==> config.mk <==
export PLATFORM = sky130hd
export DESIGN_NAME = ilst_table
export DESIGN_NICKNAME = d
export VERILOG_FILES = /design/src/hw/ilst_pkg.sv /design/src/hw/ilst_table.sv /design/src/hw/ilst_multi_cycle_int_unit_track.sv /design/src/hw/ilst_fp_track.sv
export SDC_FILE = /design/constraint.sdc
export NUM_CORES = 1
export LEC_CHECK = 0
export ABC_AREA = 1
export BUFFER_PORTS_ARGS = -buffer_cell sky130_fd_sc_hd__buf_2
export CORE_MARGIN = 8
export CORE_UTILIZATION = 53
export CTS_CLUSTER_SIZE = 12
export DETAILED_ROUTE_END_ITERATION = 16
export PLACE_DENSITY = 0.8
export SLEW_MARGIN = 20
export SYNTH_ARGS = -nofsm -noshare
export SYNTH_HDL_FRONTEND = slang
export SYNTH_SLANG_ARGS = --single-unit
==> constraint.sdc <==
create_clock -name clk -period 4.4 [get_ports clk]
set_input_delay 0.88 -clock clk [delete_from_list [all_inputs] [get_ports clk]]
set_output_delay 0.88 -clock clk [all_outputs]
set_load 0.01 [all_outputs]
==> src/hw/ilst_pkg.sv <==
// Purpose: constants and types for the instruction latency and serialization table
// Assumes: core clock, decoded instruction groups supplied by the decoder
// Notes:   every latency figure is in processor cycles
//
// Contract
// - word multiplies: multi-cycle unit, 4 or 3 cycles
// - multiply-low immediate: multi-cycle unit, 3 cycles
// - cr move: one field simple, else serialized
// - slow moves-from: multi-cycle, 3 cycles, execute
// - link/count moves dispatch-serialized, others execute
// - fixed-point exception move: complete, then flush
// - single stores: load/store unit, 3, execute
// - multiple/string stores: regs plus two cycles
// - simple integer ops: single-cycle unit, unserialized
// - extended subtract-from forms are execute serialized
// - system call, interrupt return: completion, postdispatch
// - fp status register ops: fp unit, 3
// - fp-empty waits for fp unit to drain
// - tlb invalidate execute; barriers unserialized, unfixed
// - stalling multiplies hold stage one; divides iterate
// - everything else issues back to back; fp unit ops wait behind an fp-empty op

package ilst_pkg;

   localparam int LAT_W     = 7;
   localparam int NREG_W    = 6;
   localparam int FP_CNT_W  = 3;
   localparam int DIV_CNT_W = 5;

   localparam logic [LAT_W-1:0] LAT_NONE       = 7'h00;
   localparam logic [LAT_W-1:0] LAT_ONE        = 7'h01;
   localparam logic [LAT_W-1:0] LAT_THREE      = 7'h03;
   localparam logic [LAT_W-1:0] LAT_MUL        = 7'h04;
   localparam logic [LAT_W-1:0] LAT_MUL_EARLY  = 7'h03;
   localparam logic [LAT_W-1:0] LAT_STR_EXTRA  = 7'h02;
   localparam logic [LAT_W-1:0] LAT_FDIV       = 7'h20;
   localparam logic [LAT_W-1:0] LAT_FDIVS      = 7'h12;
   localparam logic [LAT_W-1:0] LAT_DIV        = 7'h14;

   // divide spends all but its first and last stage iterating
   localparam logic [DIV_CNT_W-1:0] DIV_ITER   = 5'h12;

   localparam logic [3:0] CR_ONE_FIELD = 4'h1;

   typedef enum logic [4:0] {
      OP_NONE       = 5'b00000,
      OP_MUL_WORD   = 5'b00001,
      OP_MULLI      = 5'b00010,
      OP_MTCRF      = 5'b00011,
      OP_MF_SLOW    = 5'b00100,
      OP_MT_LRCTR   = 5'b00101,
      OP_MT_MSR_SPR = 5'b00110,
      OP_MT_XER     = 5'b00111,
      OP_STORE      = 5'b01000,
      OP_STORE_MULT = 5'b01001,
      OP_SINGLE_CYCLE_INT_UNIT_SIMPLE= 5'b01010,
      OP_SUBF_EXT   = 5'b01011,
      OP_SC_RFI     = 5'b01100,
      OP_FPSCR      = 5'b01101,
      OP_FP_ARITH   = 5'b01110,
      OP_FDIV       = 5'b01111,
      OP_FDIVS_FRES = 5'b10000,
      OP_TLBIE      = 5'b10001,
      OP_SYNC       = 5'b10010,
      OP_DIV_WORD   = 5'b10011
   } ilst_op_e;

   typedef enum logic [2:0] {
      UNIT_NONE   = 3'b000,
      UNIT_SINGLE_CYCLE_INT_UNIT   = 3'b001,
      UNIT_MULTI_CYCLE_INT_UNIT   = 3'b010,
      UNIT_LSU    = 3'b011,
      UNIT_FPU    = 3'b100,
      UNIT_COMPL  = 3'b101
   } ilst_unit_e;

   typedef enum logic [2:0] {
      SER_NONE      = 3'b000,
      SER_DISPATCH  = 3'b001,
      SER_EXECUTE   = 3'b010,
      SER_DISP_EXEC = 3'b011,
      SER_COMPLETE  = 3'b100,
      SER_POSTDISP  = 3'b101,
      SER_STR_MULT  = 3'b110,
      SER_FP_EMPTY  = 3'b111
   } ilst_ser_e;

   function automatic logic [3:0] ilst_popcount8(input logic [7:0] v);
      logic [3:0] n;
      n = 4'h0;
      for (int i = 0; i < 8; i++) begin
         n = n + {3'h0, v[i]};
      end
      return n;
   endfunction

endpackage

==> src/hw/ilst_table.sv <==
// Purpose: unit, latency and serialization lookup with issue holds
// Assumes: dispatch re-presents a held instruction every cycle
// Notes:   outputs lag the decoded instruction by one clock
`timescale 1ns/1ns
`default_nettype none

module ilst_table (
   input  wire logic                       clk,
   input  wire logic                       sys_rst,
   input  wire logic                       dec_valid,
   input  wire ilst_pkg::ilst_op_e         dec_op,
   input  wire logic [7:0]                 dec_crm,
   input  wire logic [ilst_pkg::NREG_W-1:0] dec_nregs,
   input  wire logic                       dec_early_exit,
   input  wire logic                       issue,
   input  wire logic                       fp_complete,
   output ilst_pkg::ilst_unit_e            out_unit,
   output logic [ilst_pkg::LAT_W-1:0]      out_latency,
   output logic                            out_lat_fixed,
   output ilst_pkg::ilst_ser_e             out_ser,
   output logic                            out_valid,
   output logic                            out_hold,
   output logic                            out_flush_on_exec,
   output logic                            flush_req
);

   ilst_pkg::ilst_unit_e       lk_unit;
   logic [ilst_pkg::LAT_W-1:0] lk_lat;
   logic                       lk_fixed;
   ilst_pkg::ilst_ser_e        lk_ser;
   logic                       lk_flush;
   logic                       lk_mul_stall;
   logic                       lk_div;

   logic held_mul_stall;
   logic held_div;
   logic next_held_mul_stall;
   logic next_held_div;

   logic next_out_valid;
   logic next_out_hold;
   logic next_flush_req;

   logic iss;
   logic iss_fp;
   logic iss_fp_empty;
   logic multi_cycle_int_unit_next_busy;
   logic fp_next_idle;
   logic fp_next_empty_active;

   // table lookup on the instruction decoded this cycle
   always_comb begin
      lk_unit      = ilst_pkg::UNIT_NONE;
      lk_lat       = ilst_pkg::LAT_NONE;
      lk_fixed     = 1'b0;
      lk_ser       = ilst_pkg::SER_NONE;
      lk_flush     = 1'b0;
      lk_mul_stall = 1'b0;
      lk_div       = 1'b0;
      case (dec_op)
         ilst_pkg::OP_MUL_WORD: begin
            lk_unit      = ilst_pkg::UNIT_MULTI_CYCLE_INT_UNIT;
            lk_lat       = dec_early_exit ? ilst_pkg::LAT_MUL_EARLY : ilst_pkg::LAT_MUL;
            lk_fixed     = 1'b1;
            lk_mul_stall = !dec_early_exit;
         end
         ilst_pkg::OP_MULLI: begin
            lk_unit  = ilst_pkg::UNIT_MULTI_CYCLE_INT_UNIT;
            lk_lat   = ilst_pkg::LAT_THREE;
            lk_fixed = 1'b1;
         end
         ilst_pkg::OP_MTCRF: begin
            lk_lat   = ilst_pkg::LAT_ONE;
            lk_fixed = 1'b1;
            if (ilst_pkg::ilst_popcount8(dec_crm) == ilst_pkg::CR_ONE_FIELD) begin
               lk_unit = ilst_pkg::UNIT_SINGLE_CYCLE_INT_UNIT;
            end else begin
               lk_unit = ilst_pkg::UNIT_MULTI_CYCLE_INT_UNIT;
               lk_ser  = ilst_pkg::SER_DISP_EXEC;
            end
         end
         ilst_pkg::OP_MF_SLOW: begin
            lk_unit  = ilst_pkg::UNIT_MULTI_CYCLE_INT_UNIT;
            lk_lat   = ilst_pkg::LAT_THREE;
            lk_fixed = 1'b1;
            lk_ser   = ilst_pkg::SER_EXECUTE;
         end
         ilst_pkg::OP_MT_LRCTR: begin
            lk_unit  = ilst_pkg::UNIT_MULTI_CYCLE_INT_UNIT;
            lk_lat   = ilst_pkg::LAT_ONE;
            lk_fixed = 1'b1;
            lk_ser   = ilst_pkg::SER_DISPATCH;
         end
         ilst_pkg::OP_MT_MSR_SPR: begin
            lk_unit  = ilst_pkg::UNIT_MULTI_CYCLE_INT_UNIT;
            lk_lat   = ilst_pkg::LAT_ONE;
            lk_fixed = 1'b1;
            lk_ser   = ilst_pkg::SER_EXECUTE;
         end
         ilst_pkg::OP_MT_XER: begin
            lk_unit  = ilst_pkg::UNIT_MULTI_CYCLE_INT_UNIT;
            lk_lat   = ilst_pkg::LAT_ONE;
            lk_fixed = 1'b1;
            lk_ser   = ilst_pkg::SER_COMPLETE;
            lk_flush = 1'b1;
         end
         ilst_pkg::OP_STORE: begin
            lk_unit  = ilst_pkg::UNIT_LSU;
            lk_lat   = ilst_pkg::LAT_THREE;
            lk_fixed = 1'b1;
            lk_ser   = ilst_pkg::SER_EXECUTE;
         end
         ilst_pkg::OP_STORE_MULT: begin
            lk_unit  = ilst_pkg::UNIT_LSU;
            // widen before adding so 32 registers cannot wrap
            lk_lat   = {1'b0, dec_nregs} + ilst_pkg::LAT_STR_EXTRA;
            lk_fixed = 1'b1;
            lk_ser   = ilst_pkg::SER_STR_MULT;
         end
         ilst_pkg::OP_SINGLE_CYCLE_INT_UNIT_SIMPLE: begin
            lk_unit  = ilst_pkg::UNIT_SINGLE_CYCLE_INT_UNIT;
            lk_lat   = ilst_pkg::LAT_ONE;
            lk_fixed = 1'b1;
         end
         ilst_pkg::OP_SUBF_EXT: begin
            lk_unit  = ilst_pkg::UNIT_SINGLE_CYCLE_INT_UNIT;
            lk_lat   = ilst_pkg::LAT_ONE;
            lk_fixed = 1'b1;
            lk_ser   = ilst_pkg::SER_EXECUTE;
         end
         ilst_pkg::OP_SC_RFI: begin
            lk_unit = ilst_pkg::UNIT_COMPL;
            lk_ser  = ilst_pkg::SER_POSTDISP;
         end
         ilst_pkg::OP_FPSCR: begin
            lk_unit  = ilst_pkg::UNIT_FPU;
            lk_lat   = ilst_pkg::LAT_THREE;
            lk_fixed = 1'b1;
         end
         ilst_pkg::OP_FP_ARITH: begin
            lk_unit  = ilst_pkg::UNIT_FPU;
            lk_lat   = ilst_pkg::LAT_THREE;
            lk_fixed = 1'b1;
         end
         ilst_pkg::OP_FDIV: begin
            lk_unit  = ilst_pkg::UNIT_FPU;
            lk_lat   = ilst_pkg::LAT_FDIV;
            lk_fixed = 1'b1;
            lk_ser   = ilst_pkg::SER_FP_EMPTY;
         end
         ilst_pkg::OP_FDIVS_FRES: begin
            lk_unit  = ilst_pkg::UNIT_FPU;
            lk_lat   = ilst_pkg::LAT_FDIVS;
            lk_fixed = 1'b1;
            lk_ser   = ilst_pkg::SER_FP_EMPTY;
         end
         ilst_pkg::OP_TLBIE: begin
            lk_unit = ilst_pkg::UNIT_LSU;
            lk_ser  = ilst_pkg::SER_EXECUTE;
         end
         ilst_pkg::OP_SYNC: begin
            lk_unit = ilst_pkg::UNIT_LSU;
         end
         ilst_pkg::OP_DIV_WORD: begin
            lk_unit  = ilst_pkg::UNIT_MULTI_CYCLE_INT_UNIT;
            lk_lat   = ilst_pkg::LAT_DIV;
            lk_fixed = 1'b1;
            lk_div   = 1'b1;
         end
         default: begin
            lk_unit = ilst_pkg::UNIT_NONE;
         end
      endcase
   end

   // the issue strobe refers to the instruction now on the outputs
   assign iss          = issue & out_valid & ~out_hold;
   assign iss_fp       = iss & (out_unit == ilst_pkg::UNIT_FPU);
   assign iss_fp_empty = iss & (out_ser == ilst_pkg::SER_FP_EMPTY);

   ilst_multi_cycle_int_unit_track u_multi_cycle_int_unit (
      .clk           (clk),
      .sys_rst       (sys_rst),
      .iss_mul_stall (iss & held_mul_stall),
      .iss_div       (iss & held_div),
      .next_busy     (multi_cycle_int_unit_next_busy)
   );

   ilst_fp_track u_fp (
      .clk                  (clk),
      .sys_rst              (sys_rst),
      .iss_fp               (iss_fp),
      .iss_fp_empty         (iss_fp_empty),
      .fp_complete          (fp_complete),
      .next_fp_idle         (fp_next_idle),
      .next_fp_empty_active (fp_next_empty_active)
   );

   // hold is judged against next-cycle state so it stays a flop output
   always_comb begin
      next_out_valid      = dec_valid;
      next_held_mul_stall = dec_valid & lk_mul_stall;
      next_held_div       = dec_valid & lk_div;
      next_out_hold       = 1'b0;
      if (dec_valid) begin
         if ((lk_mul_stall || lk_div || dec_op == ilst_pkg::OP_MUL_WORD ||
              dec_op == ilst_pkg::OP_MULLI) && multi_cycle_int_unit_next_busy) begin
            next_out_hold = 1'b1;
         end
         if (lk_ser == ilst_pkg::SER_FP_EMPTY) begin
            if (!fp_next_idle || fp_next_empty_active) begin
               next_out_hold = 1'b1;
            end
         end else if (lk_unit == ilst_pkg::UNIT_FPU && fp_next_empty_active) begin
            next_out_hold = 1'b1;
         end
      end
      // one-cycle execution, so the flush follows issue by one clock
      next_flush_req = iss & out_flush_on_exec;
   end

   always_ff @(posedge clk) begin
      if (sys_rst) begin
         out_valid         <= 1'b0;
         out_unit          <= ilst_pkg::UNIT_NONE;
         out_latency       <= ilst_pkg::LAT_NONE;
         out_lat_fixed     <= 1'b0;
         out_ser           <= ilst_pkg::SER_NONE;
         out_hold          <= 1'b0;
         out_flush_on_exec <= 1'b0;
         flush_req         <= 1'b0;
         held_mul_stall    <= 1'b0;
         held_div          <= 1'b0;
      end else begin
         out_valid         <= next_out_valid;
         out_unit          <= lk_unit;
         out_latency       <= lk_lat;
         out_lat_fixed     <= lk_fixed;
         out_ser           <= lk_ser;
         out_hold          <= next_out_hold;
         out_flush_on_exec <= lk_flush;
         flush_req         <= next_flush_req;
         held_mul_stall    <= next_held_mul_stall;
         held_div          <= next_held_div;
      end
   end

endmodule // ilst_table

`default_nettype wire

==> src/hw/ilst_multi_cycle_int_unit_track.sv <==
// Purpose: occupancy of the three-stage integer multiplier
// Assumes: issue strobes come from logic on the same clock
// Notes:   spr moves share the unit but bypass this tracking
`timescale 1ns/1ns
`default_nettype none

module ilst_multi_cycle_int_unit_track (
   input  wire logic clk,
   input  wire logic sys_rst,
   input  wire logic iss_mul_stall,
   input  wire logic iss_div,
   output logic      next_busy
);

   logic                          next_stage1_hold;
   logic [ilst_pkg::DIV_CNT_W-1:0] div_cnt;
   logic [ilst_pkg::DIV_CNT_W-1:0] next_div_cnt;

   always_comb begin
      next_stage1_hold = iss_mul_stall;
      if (iss_div) begin
         next_div_cnt = ilst_pkg::DIV_ITER;
      end else if (div_cnt != '0) begin
         next_div_cnt = div_cnt - 1'b1;
      end else begin
         next_div_cnt = div_cnt;
      end
      // only these two cases block the next multiply or divide
      next_busy = next_stage1_hold | (next_div_cnt != '0);
   end

   always_ff @(posedge clk) begin
      // the one-cycle stage-one stall needs no state of its own
      if (sys_rst) begin
         div_cnt <= '0;
      end else begin
         div_cnt <= next_div_cnt;
      end
   end

endmodule // ilst_multi_cycle_int_unit_track

`default_nettype wire

==> src/hw/ilst_fp_track.sv <==
// Purpose: floating-point in-flight count and fp-empty occupancy
// Assumes: one completion pulse per fp unit instruction
// Notes:   counter stops at zero going down but wraps going up; dispatch keeps it sane
`timescale 1ns/1ns
`default_nettype none

module ilst_fp_track (
   input  wire logic clk,
   input  wire logic sys_rst,
   input  wire logic iss_fp,
   input  wire logic iss_fp_empty,
   input  wire logic fp_complete,
   output logic      next_fp_idle,
   output logic      next_fp_empty_active
);

   logic [ilst_pkg::FP_CNT_W-1:0] fp_cnt;
   logic [ilst_pkg::FP_CNT_W-1:0] next_fp_cnt;
   logic                          fp_empty_active;

   always_comb begin
      next_fp_cnt = fp_cnt;
      if (iss_fp && !fp_complete) begin
         next_fp_cnt = fp_cnt + 1'b1;
      end else if (!iss_fp && fp_complete && fp_cnt != '0) begin
         next_fp_cnt = fp_cnt - 1'b1;
      end
      // set wins over the clear of the same cycle
      if (iss_fp_empty) begin
         next_fp_empty_active = 1'b1;
      end else if (fp_complete) begin
         next_fp_empty_active = 1'b0;
      end else begin
         next_fp_empty_active = fp_empty_active;
      end
      next_fp_idle = (next_fp_cnt == '0);
   end

   always_ff @(posedge clk) begin
      if (sys_rst) begin
         fp_cnt          <= '0;
         fp_empty_active <= 1'b0;
      end else begin
         fp_cnt          <= next_fp_cnt;
         fp_empty_active <= next_fp_empty_active;
      end
   end

endmodule // ilst_fp_track

`default_nettype wire

==> summary.md <==
| Metric | Value |
|---|---|
| Setup Viol. Count Final | `0` |
| Ys async rst share | `0` |
| Vias per inst | `4.840` |
| Hold Path Class | `reg2reg` |
| Finished Core Util | `0.6586` |
| First-pass GRT wire length | `between 6000 and 7000 µm` |
| Setup_tns | `0 ns` |
| Post-Synthesis Cells | `245` |
| YS warnings | `0` |
| Final Power | `841.1 µW` |
| Sequential fraction of the synthesis area | `0.3407` |
| Max-Cap Viols | `0` |
| Core Area | `0.003053 mm²` |
| CP max stage delay | `0.55 ns` |
| Post-CTS Setup Bufs | `0` |
| Cell variety after synth | `30` |
| P_leak | `1.076 nW` |
| Syn_area_per_cell | `6.956 µm²` |
| Critical path capture point type | `register` |
| Highest clock rate | `about 280 MHz` |
| Cell Area, Synth | `around 0.0017 mm²` |
| CP Launch Type | `input pin` |
| CP dominant cell by count | `fa_1` |
| # rows | `20` |
| Port Buffers | `42` |
| Slowest CP cell | `fa_1` |
| WL final | `3660 µm` |
| Synth area leaders | `dfxtp_1 (34%), inv_1 (11%), nand2_1 (10%)` |
| IO Count | `43` |
| # diodes | `0` |
| Placer congestion estimate | `between 0.9 and 1` |
| Initial antenna violation count | `0` |
| Crit Path Max Fanout | `3` |
| Tmin final | `3.563 ns` |
| Initial Util | `0.5582` |
| Area share of the largest cell type after synthesis | `0.3407` |
| Endpoints failing hold | `0` |
| Critical-path cell list | `buf_2, inv_1, fa_1, fa_1, fa_1, inv_1, ha_1, inv_1, fa_1, nand2_1, a21oi_1, o21ai_0, nand2_1, a41oi_1` |
| Largest net degree at the start of global routing | `23` |
| Clock sinks | `29` |
| Critical Path RT | `4.58 ns` |
| Clock Path Buffers | `2` |
| Hold-fix buffers at CTS | `0` |
| Residual DRC | `0` |
| Number of synthesized register bits | `29` |
| DP Area | `0.001962 mm²` |
| Die extent in y | `72.71 µm` |
| Routed len/inst | `10.86 µm` |
| Post-layout nets | `329` |
| Final Non-Filler Cells | `337` |
| Area delta synth->final | `17.99%` |
| Top cells by count, synth | `inv_1 (48), nand2_1 (46), nor2_1 (31)` |
| Status | `completed` |
| Number of iterations in the first detailed-routing pass | `4` |
| Most numerous cell in the Yosys netlist | `inv_1` |
| CTS tree | `done` |
| Crit Path Class | `in2reg` |
| RSZ-0062 raised after global routing | `false` |
| Syn Nets | `282` |
| Share of post-route cells with drive strength above 1 | `0.2287` |
| Final Max Slew Viols | `0` |
| Vias | `1631` |
| GRT Resource Usage Total | `0.1436` |
| GR Overflow Total | `0` |
| Final period util | `0.8097` |
| Slew @ Worst Pin | `0.3932 ns` |
| Num CTS Buffers | `5` |
| Number of synthesized flops with an enable pin | `0` |
| Vias in the first global route | `1570` |
| Worst skew pair latency | `around 0.32 ns` |
| Rel. slew slack | `0.7379` |
| Post-route ant nets | `0` |
| Die area | `~0.0053 mm²` |
| Reg clk slew, reported paths | `about 0.09 ns` |
| Post-CTS sizing | `0` |
| Cell area after layout | `roughly 0.0020 mm²` |
| Placed cell count | `329` |
| Pwr Density | `418.3 mW/mm²` |
| CTS root buf | `clkbuf_4` |
| DIE WIDTH | `about 73 µm` |
| Initial DRC Count | `138` |
| Top_reg_cell synth | `dfxtp_1` |
| Hpwl dp | `3055 µm` |
| Worst Clk Skew | `0.004971 ns` |
| Maximum VDD drop | `0.1625 mV` |
| H-tree levels | `2` |
| Dominant cell type by area after synthesis | `dfxtp_1` |
| Crit path DAT | `3.74 ns` |
## per-stage QoR
| stage | setup WS (ns) | hold slack, ns |
|---|---|---|
| after floorplan | 0.8058 | 0.4610 |
| after global placement | 0.5972 | 0.4369 |
| after detailed placement | 0.5192 | 0.4402 |
| after CTS | 0.8542 | 0.4503 |
| after global routing | 0.7160 | 0.4853 |
| final | 0.8372 | 0.4629 |
## power breakdown
part	leakage (nW)	internal, mW	switching, mW
Sequential	0.237	0.299	0.0214
Combinational	0.812	0.148	0.226
Clock	0.0265	0.0636	0.0834
Total	1.08	0.511	0.330
## metal layers
layer  wire (µm)  GRT usage  up-vias
li1            -          -      866
met1        1675     0.1705      706
met2        1721     0.2396       51
met3         181    0.02473        8
met4          82    0.07556        0
met5           0          0        -
## flip-flops by register name, indices dropped and copies added, names as in the netlist
signal	cells
out_latency	7
u_multi_cycle_int_unit.div_cnt	5
out_ser	3
out_unit	3
u_fp.fp_cnt	3
flush_req	1
held_div	1
held_mul_stall	1
out_flush_on_exec	1
out_hold	1
out_lat_fixed	1
out_valid	1
u_fp.fp_empty_active	1
## worst max-delay path: cells and delay by family
family / cells / cell delay, ns
AO/OA/AOI/OAI: 3 / 0.39
AND/OR/NAND/NOR: 2 / 0.19
adder cells (fa/ha/maj): 5 / 2.03
buffers and inverters: 4 / 0.25
## layout by cell type, fill, tap and decap left out, drive strengths merged, types with 2 or more instances in the layout
cell type / count
a211oi: 2
a21oi: 14
a31oi: 3
buf: 42
clkbuf: 8
dfxtp: 29
fa: 4
ha: 8
inv: 53
nand2: 48
nand3: 16
nand4: 5
nor2: 39
nor3: 4
nor4: 3
o21ai: 5
o22ai: 2
xor2: 3
## worst paths after layout
path	startpoint	end	slack, ns	cells after the start
worst min-delay path	out_flush_on_exec	flush_req	0.46	2
worst max register to register	u_fp.fp_cnt[0]	out_hold	2.69	11
worst min register to register	out_flush_on_exec	flush_req	0.46	2
worst max-delay path	dec_crm[0]	out_ser[1]	0.84	14
## logic make-up (layout without fill, tap and decap cells)
kind of cell,after synthesis,after routing,synth area share
AO/OA/AOI/OAI,29,29,0.1050
XOR/XNOR,4,4,0.02056
adder cells (fa/ha/maj),12,12,0.1057
flip-flops,29,29,0.3407
buffers and inverters,55,103,0.1211
AND/OR/NAND/NOR,116,116,0.3069
## layout make-up
cell class                 count  area [µm²]
fill                         286        1042
multi-input combinational    161       917.1
sequential                    29       580.6
timing repair buffer          42       210.2
inverter                      53       198.9
tap                           44       55.05
clock buffer                   8       48.80
(Power assumes the default switching activity.)
